## config.mk

```make
export PLATFORM = sky130hd
export DESIGN_NAME = ccmpn_counter
export DESIGN_NICKNAME = d
export VERILOG_FILES = /design/src/shared/ccmpn_pkg.sv /design/src/verilog/ccmpn_counter.sv
export SDC_FILE = /design/constraint.sdc
export NUM_CORES = 1
export LEC_CHECK = 0
export BUFFER_PORTS_ARGS = -buffer_cell sky130_fd_sc_hd__buf_2
export CAP_MARGIN = 20
export CORE_AREA = 4 4 156 158
export CTS_CLUSTER_DIAMETER = 150
export DETAILED_ROUTE_END_ITERATION = 10
export DIE_AREA = 0 0 160 162
export GPL_TIMING_DRIVEN = 0
export PLACE_DENSITY = 0.84
export SLEW_MARGIN = 40
export SYNTH_ARGS = -nofsm -noshare
export SYNTH_HDL_FRONTEND = slang
export SYNTH_SLANG_ARGS = --single-unit
```

## constraint.sdc

```tcl
create_clock -name sys_clk -period 8.8 [get_ports sys_clk]
set_input_delay 1.32 -clock sys_clk [delete_from_list [all_inputs] [get_ports sys_clk]]
set_output_delay 1.32 -clock sys_clk [all_outputs]
set_load 0.01 [all_outputs]
```

## src/shared/ccmpn_pkg.sv

```systemverilog
package ccmpn_pkg;
  localparam int PN_W = 48;
  localparam int SN_W_STD = 8;
  localparam int SN_W_EXT = 9;
  localparam int SN_W_MAX = 9;
  localparam int NONCE_PN_FIRST = 2;
  localparam int NONCE_PN_BYTES = 6;
  localparam logic [PN_W-1:0] PN_RST = 48'h0;
  localparam logic [7:0] ERR_NO_KEY = 8'h01;
  localparam logic [7:0] ERR_NONE = 8'h00;

  typedef enum logic [1:0] {
    CCMPN_IDLE,
    CCMPN_OPEN
  } ccmpn_state_t;

  // one sequence-number event from the link layer
  typedef struct packed {
    logic valid;
    logic first_seg;
    logic [SN_W_MAX-1:0] seq;
  } ccmpn_sn_t;

  // packet number laid out as nonce bytes 2..7, msb first
  typedef struct packed {
    logic [7:0] b2;
    logic [7:0] b3;
    logic [7:0] b4;
    logic [7:0] b5;
    logic [7:0] b6;
    logic [7:0] b7;
  } ccmpn_nonce_pn_t;
endpackage

```

## src/verilog/ccmpn_counter.sv

```systemverilog
`timescale 1ns/1ps
// How it works
// - packet number is 48 bits, low part equals the link sequence number
// - transmit low bits copy sequence number of pdu carrying first segment
// - explicit part is 8 bits, or 9 in extended frame format
// - upper implicit counter increments each time sequence number wraps
// - receive low bits come from first pdu sequence number of the sdu
// - receive upper bits follow previous number, bumped on low-bit overflow
// - encrypted-only from link start; clear frames never allowed
// - call setup refused with error code when no derived key exists
// - packet number goes to nonce bytes 2 to 7, msb first
module ccmpn_counter import ccmpn_pkg::*; (
  input wire logic sys_clk,
  input wire logic sys_rst,
  input wire logic clk_en,
  input wire logic extended_seq_frame_format,
  input wire logic virtual_call_setup_req,
  input wire logic virtual_call_release,
  input wire logic derived_key_valid,
  input wire ccmpn_sn_t tx_sn,
  input wire ccmpn_sn_t rx_sn,
  input wire logic tx_frame_req,
  output logic link_open,
  output logic setup_ack,
  output logic setup_err,
  output logic [7:0] setup_err_code,
  output logic [PN_W-1:0] tx_pn,
  output logic tx_pn_valid,
  output ccmpn_nonce_pn_t tx_nonce_pn,
  output logic [PN_W-1:0] rx_pn,
  output logic rx_pn_valid,
  output ccmpn_nonce_pn_t rx_nonce_pn,
  output logic tx_frame_grant
);

  // ------------------------------------------------------------
  // helpers
  // ------------------------------------------------------------
  function automatic logic [SN_W_MAX-1:0] sn_mask(input logic ext);
    sn_mask = ext ? 9'h1ff : 9'h0ff;
  endfunction

  // splice explicit bits under an implicit counter of the matching width
  function automatic logic [PN_W-1:0] pn_join(input logic ext, input logic [PN_W-1:0] hi,
                                               input logic [SN_W_MAX-1:0] sn);
    pn_join = ext ? {hi[PN_W-SN_W_EXT-1:0], sn[SN_W_EXT-1:0]}
                  : {hi[PN_W-SN_W_STD-1:0], sn[SN_W_STD-1:0]};
  endfunction

  function automatic ccmpn_nonce_pn_t to_nonce(input logic [PN_W-1:0] pn);
    to_nonce = ccmpn_nonce_pn_t'(pn);
  endfunction

  // ------------------------------------------------------------
  // link state
  // ------------------------------------------------------------
  ccmpn_state_t state_q, state_d;
  logic ext_q, ext_d;
  logic setup_ack_q, setup_ack_d;
  logic setup_err_q, setup_err_d;
  logic [7:0] err_code_q, err_code_d;
  logic create;

  always_comb begin
    state_d = state_q;
    ext_d = ext_q;
    setup_ack_d = 1'b0;
    setup_err_d = 1'b0;
    err_code_d = err_code_q;
    create = 1'b0;
    case (state_q)
      CCMPN_IDLE: begin
        if (virtual_call_setup_req) begin
          if (derived_key_valid) begin
            state_d = CCMPN_OPEN;
            setup_ack_d = 1'b1;
            err_code_d = ERR_NONE;
            ext_d = extended_seq_frame_format;
            create = 1'b1;
          end else begin
            setup_err_d = 1'b1;
            err_code_d = ERR_NO_KEY;
          end
        end
      end
      CCMPN_OPEN: begin
        if (virtual_call_release) begin
          state_d = CCMPN_IDLE;
        end
      end
      default: begin
        state_d = CCMPN_IDLE;
      end
    endcase
  end

  always_ff @(posedge sys_clk or posedge sys_rst) begin
    if (sys_rst) begin
      state_q <= CCMPN_IDLE;
      ext_q <= 1'b0;
      setup_ack_q <= 1'b0;
      setup_err_q <= 1'b0;
      err_code_q <= ERR_NONE;
    end else if (clk_en) begin
      state_q <= state_d;
      ext_q <= ext_d;
      setup_ack_q <= setup_ack_d;
      setup_err_q <= setup_err_d;
      err_code_q <= err_code_d;
    end
  end

  assign link_open = (state_q == CCMPN_OPEN);
  assign setup_ack = setup_ack_q;
  assign setup_err = setup_err_q;
  assign setup_err_code = err_code_q;
  assign tx_frame_grant = tx_frame_req && link_open;

  // ------------------------------------------------------------
  // packet number tracking, one copy per direction
  // ------------------------------------------------------------
  logic [PN_W-1:0] tx_hi_q, tx_hi_d, rx_hi_q, rx_hi_d;
  logic [SN_W_MAX-1:0] tx_last_q, tx_last_d, rx_last_q, rx_last_d;
  logic tx_seen_q, tx_seen_d, rx_seen_q, rx_seen_d;
  logic [PN_W-1:0] tx_pn_q, tx_pn_d, rx_pn_q, rx_pn_d;
  logic tx_v_q, tx_v_d, rx_v_q, rx_v_d;
  logic [SN_W_MAX-1:0] tx_seq, rx_seq;
  logic tx_wrap, rx_wrap;
  logic [PN_W-1:0] tx_hi_n, rx_hi_n;

  always_comb begin
    tx_seq = tx_sn.seq & sn_mask(ext_q);
    rx_seq = rx_sn.seq & sn_mask(ext_q);
    tx_wrap = tx_seen_q && (tx_seq < tx_last_q);
    rx_wrap = rx_seen_q && (rx_seq < rx_last_q);
    tx_hi_n = tx_wrap ? tx_hi_q + 48'h1 : tx_hi_q;
    rx_hi_n = rx_wrap ? rx_hi_q + 48'h1 : rx_hi_q;
    tx_hi_d = tx_hi_q;
    rx_hi_d = rx_hi_q;
    tx_last_d = tx_last_q;
    rx_last_d = rx_last_q;
    tx_seen_d = tx_seen_q;
    rx_seen_d = rx_seen_q;
    tx_pn_d = tx_pn_q;
    rx_pn_d = rx_pn_q;
    tx_v_d = 1'b0;
    rx_v_d = 1'b0;
    if (create) begin
      tx_hi_d = PN_RST;
      rx_hi_d = PN_RST;
      tx_seen_d = 1'b0;
      rx_seen_d = 1'b0;
    end else if (link_open) begin
      if (tx_sn.valid) begin
        tx_hi_d = tx_hi_n;
        tx_last_d = tx_seq;
        tx_seen_d = 1'b1;
        if (tx_sn.first_seg) begin
          tx_pn_d = pn_join(ext_q, tx_hi_n, tx_seq);
          tx_v_d = 1'b1;
        end
      end
      if (rx_sn.valid) begin
        rx_hi_d = rx_hi_n;
        rx_last_d = rx_seq;
        rx_seen_d = 1'b1;
        if (rx_sn.first_seg) begin
          rx_pn_d = pn_join(ext_q, rx_hi_n, rx_seq);
          rx_v_d = 1'b1;
        end
      end
    end
  end

  always_ff @(posedge sys_clk or posedge sys_rst) begin
    if (sys_rst) begin
      tx_hi_q <= PN_RST;
      rx_hi_q <= PN_RST;
      tx_last_q <= '0;
      rx_last_q <= '0;
      tx_seen_q <= 1'b0;
      rx_seen_q <= 1'b0;
      tx_pn_q <= PN_RST;
      rx_pn_q <= PN_RST;
      tx_v_q <= 1'b0;
      rx_v_q <= 1'b0;
    end else if (clk_en) begin
      tx_hi_q <= tx_hi_d;
      rx_hi_q <= rx_hi_d;
      tx_last_q <= tx_last_d;
      rx_last_q <= rx_last_d;
      tx_seen_q <= tx_seen_d;
      rx_seen_q <= rx_seen_d;
      tx_pn_q <= tx_pn_d;
      rx_pn_q <= rx_pn_d;
      tx_v_q <= tx_v_d;
      rx_v_q <= rx_v_d;
    end
  end

  assign tx_pn = tx_pn_q;
  assign rx_pn = rx_pn_q;
  assign tx_pn_valid = tx_v_q;
  assign rx_pn_valid = rx_v_q;
  assign tx_nonce_pn = to_nonce(tx_pn_q);
  assign rx_nonce_pn = to_nonce(rx_pn_q);

  // ------------------------------------------------------------
  // checks
  // ------------------------------------------------------------
  property p_grant_needs_link;
    @(posedge sys_clk) disable iff (sys_rst) tx_frame_grant |-> link_open;
  endproperty
  a_grant_needs_link: assert property (p_grant_needs_link) else $error("clear frame granted");

  // link may only open through a keyed, acknowledged setup
  property p_open_needs_ack;
    @(posedge sys_clk) disable iff (sys_rst)
      $rose(link_open) |-> (setup_ack && setup_err_code == ERR_NONE);
  endproperty
  a_open_needs_ack: assert property (p_open_needs_ack) else $error("link opened unkeyed");

  property p_no_key_refused;
    @(posedge sys_clk) disable iff (sys_rst)
      (clk_en && state_q == CCMPN_IDLE && virtual_call_setup_req && !derived_key_valid)
      |=> (setup_err && setup_err_code == ERR_NO_KEY && !link_open);
  endproperty
  a_no_key_refused: assert property (p_no_key_refused) else $error("setup without key");

  property p_tx_low_bits;
    @(posedge sys_clk) disable iff (sys_rst)
      (clk_en && link_open && !create && tx_sn.valid && tx_sn.first_seg && !ext_q)
      |=> tx_pn_valid && tx_pn[SN_W_STD-1:0] == $past(tx_sn.seq[SN_W_STD-1:0]);
  endproperty
  a_tx_low_bits: assert property (p_tx_low_bits) else $error("tx low bits wrong");

  property p_rx_low_bits;
    @(posedge sys_clk) disable iff (sys_rst)
      (clk_en && link_open && !create && rx_sn.valid && rx_sn.first_seg && ext_q)
      |=> rx_pn_valid && rx_pn[SN_W_EXT-1:0] == $past(rx_sn.seq[SN_W_EXT-1:0]);
  endproperty
  a_rx_low_bits: assert property (p_rx_low_bits) else $error("rx low bits wrong");

  property p_tx_wrap;
    @(posedge sys_clk) disable iff (sys_rst)
      (clk_en && link_open && !create && tx_sn.valid && tx_wrap) |=> tx_hi_q == $past(tx_hi_q) + 48'h1;
  endproperty
  a_tx_wrap: assert property (p_tx_wrap) else $error("tx wrap missed");

  property p_rx_wrap;
    @(posedge sys_clk) disable iff (sys_rst)
      (clk_en && link_open && !create && rx_sn.valid && rx_wrap) |=> rx_hi_q == $past(rx_hi_q) + 48'h1;
  endproperty
  a_rx_wrap: assert property (p_rx_wrap) else $error("rx wrap missed");

  property p_create_clear;
    @(posedge sys_clk) disable iff (sys_rst)
      (clk_en && create) |=> (tx_hi_q == PN_RST && rx_hi_q == PN_RST && link_open);
  endproperty
  a_create_clear: assert property (p_create_clear) else $error("counter not cleared");

  property p_nonce_order;
    @(posedge sys_clk) disable iff (sys_rst) tx_nonce_pn.b2 == tx_pn[47:40] && tx_nonce_pn.b7 == tx_pn[7:0];
  endproperty
  a_nonce_order: assert property (p_nonce_order) else $error("nonce byte order");

  property p_ext_width;
    @(posedge sys_clk) disable iff (sys_rst)
      (clk_en && link_open && !create && tx_sn.valid && tx_sn.first_seg && ext_q)
      |=> tx_pn[SN_W_EXT-1:0] == $past(tx_sn.seq[SN_W_EXT-1:0]);
  endproperty
  a_ext_width: assert property (p_ext_width) else $error("extended width wrong");

endmodule // ccmpn_counter

```

==> results.tsv <==
stage	metric	value	unit
clock_network	cts_hold_buf	0	
flow_run	max-cap-violations	0	
floorplanning	die_area	0.0259	mm²
sta	setup_viol	0	
sta	finalClockSkew	7.49	ps
placement	post-place-ws	4130	ps
sta	worst_slack	4520	ps
placement	placed_cell_area	0.0136	mm²
cells_and_area	drive_gt1_frac	0.245	
clock_network	cts_buffers	24	
logic_synthesis	synth_flop_cell	dfrtp_1	
logic_synthesis	yosys_warnings	0	
detailed_routing	avgRoutedWirePerCell	20.4	µm
clock_network	clkLatencyLatePin	520	ps
logic_synthesis	netlist_instances	1360	
power_and_ir_drop	cellLeakagePower	6.83	nW
power_and_ir_drop	p_total	3.01	mW
clock_network	clkTransAtPathRegs	60	ps
clock_network	cts_setup_buffers	0	
placement	place_congestion	0.969	
worst_setup_path	critPathCaptureType	register	
floorplanning	placementRows	56	
global_route	grt_max_degree	75	
cells_and_area	finalInstanceArea	0.0145	mm²
logic_synthesis	synth.cell_area	0.0120	mm²
sta	tightest_slew	792	ps
detailed_routing	via_per_inst	6.07	
floorplanning	fp.dieW	160	µm
placement	port_buffers	228	
cells_and_area	num_antenna_cells	0	
sta	fmax	234	MHz
sta	fin_setup_tns	0	ps
clock_network	clockBufferDepth	3	
placement	dp_hpwl	28.2	mm
sta	fin_crit_sh	0.486	
power_and_ir_drop	powerDensity	208	mW/mm²
clock_network	cts_tree	built	
logic_synthesis	syn_avg_cell_area	8.84	µm²
min_path	hold_path_class	register to register	
cells_and_area	final_nets	1670	
placement	dp_cells	1886	
floorplanning	die_y	162	µm
clock_network	ctsHtreeMaxLevel	1	
detailed_routing	wl	39.3	mm
clock_network	numClockSinks	203	
logic_synthesis	ys_async_sr_fraction	1.00	
clock_network	cts_resized	0	
cells_and_area	fin_cells	1927	
logic_synthesis	synth.distinct_cells	62	
worst_setup_path	crit_fanout	10	
sta	finalHoldViolations	0	
worst_setup_path	start_kind	input pin	
cells_and_area	layout_commonest_cell	buf_2	
floorplanning	initial_core_util	0.520	
sta	timing.hold.ws	484	ps
detailed_routing	ant_nets	0	
sta	slew_headroom	0.469	
worst_setup_path	critPathKind	input pin to register	
global_route	grt_pass1_wl	61.8	mm
logic_synthesis	synth_edf_count	0	
global_route	grtUsageTotal	0.294	
detailed_routing	route.detailed.drc	0	
cells_and_area	finish.utilization	0.626	
cells_and_area	area_growth	20.5	%
clock_network	root_buffer	clkbuf_16	
sta	finalWorstPathRequiredPeriod	4280	ps
detailed_routing	dr_total_vias	11700	
worst_setup_path	arrival	4650	ps
global_route	grt_pass1_vias	11500	
detailed_routing	drt_iter0_drc	1105	
cells_and_area	mostFrequentLayoutCells	buf_2 (229), dfrtp_1 (203), nand2_1 (186)	
sta	grt_setup_unrepaired	false	
logic_synthesis	synth-seq-area-share	0.423	
floorplanning	ioPinCount	236	
sta	maxSlewViolCount	0	
power_and_ir_drop	worst_ir_drop_vdd	0.126	mV
detailed_routing	first_pass_iters	5	
worst_setup_path	required	9170	ps
global_route	grt_overflow	0	
logic_synthesis	synth_seq_cells	203	
floorplanning	coreArea	0.0231	mm²
global_route	antenna_found_initial	0	
run_status	status	complete, no violations	
metal layers:
layer / up-vias / global-route usage / share of wire
li1: 5335 / - / -
met1: 5636 / 0.374 / 0.39
met2: 597 / 0.507 / 0.49
met3: 134 / 0.0386 / 0.071
met4: 0 / 0.124 / 0.047
met5: - / 0 / 0
kinds of logic (layout without fill, tap and decap cells):
| logic type | after synthesis | count (layout) | share of synthesized area |
|---|---|---|---|
| AND/OR/NAND/NOR | 469 | 469 | 0.194 |
| AO/OA/AOI/OAI | 335 | 335 | 0.185 |
| buffers and inverters | 243 | 514 | 0.109 |
| flip-flops | 203 | 203 | 0.423 |
| XOR/XNOR | 67 | 67 | 0.0495 |
| multiplexers | 24 | 24 | 0.0213 |
| adder cells (fa/ha/maj) | 18 | 18 | 0.0187 |
| other | 1 | 7 | 0.000312 |
cell usage after synthesis, drive strengths merged, types with 17 or more instances:
cell type	instances	share of area
a21oi	48	0.020
a31oi	24	0.012
and3	23	0.012
buf	115	0.069
clkbuf	79	0.025
dfrtp	203	0.42
ha	18	0.019
inv	49	0.015
nand2	186	0.058
nand3	54	0.022
nand4	39	0.021
nor2	39	0.012
nor3	36	0.015
nor4	17	0.0089
o21ai	106	0.044
o221ai	54	0.039
o31ai	21	0.013
or3	24	0.013
xnor2	47	0.035
xor2	20	0.015
sequential cells by signal (all words and copies together) (netlist names):
signal and cells:
tx_nonce_pn 48, setup_err_code 1, tx_seen_q 1, tx_last_q 9, setup_ack 1, rx_seen_q 1, setup_err 1, rx_hi_q 40
tx_pn_valid 1, state_q 1, tx_hi_q 40, rx_nonce_pn 48, ext_q 1, rx_pn_valid 1, rx_last_q 9
worst max-delay path: stages:
cell	delay [ps]
buf_2	90
and2_1	160
ha_1	310
nand4_1	120
or2_2	320
o211ai_1	500
clkbuf_1	600
clkbuf_1	630
nor2_1	180
xnor2_1	250
o221ai_1	160
layout make-up:
type	instances	area (µm²)
inverter	49	191
tap	290	363
clock inverter	8	173
multi-input combinational	920	5650
sequential	203	5080
fill	1991	8650
buffer	194	1130
clock buffer	33	696
timing repair buffer	230	1200
power breakdown:
part	total, mW	internal [mW]	switching, mW
registers	1.12	1.04	0.0809
clock network	1.10	0.697	0.404
logic	0.790	0.310	0.481
total	3.01	2.05	0.966
final timing paths:
check                      startpoint              end  slack, ps  cells after the start
max in group asynchronous     sys_rst      tx_hi_q[31]       6900                      4
max reg2reg                     ext_q  tx_nonce_pn[18]       4550                     11
max                          tx_sn[8]  tx_nonce_pn[18]       4520                     11
min                         tx_seen_q        tx_seen_q        480                      2
min reg2reg                 tx_seen_q        tx_seen_q        480                      2
min in group asynchronous     sys_rst   rx_nonce_pn[2]        810                      2
(Power assumes the default switching activity.)
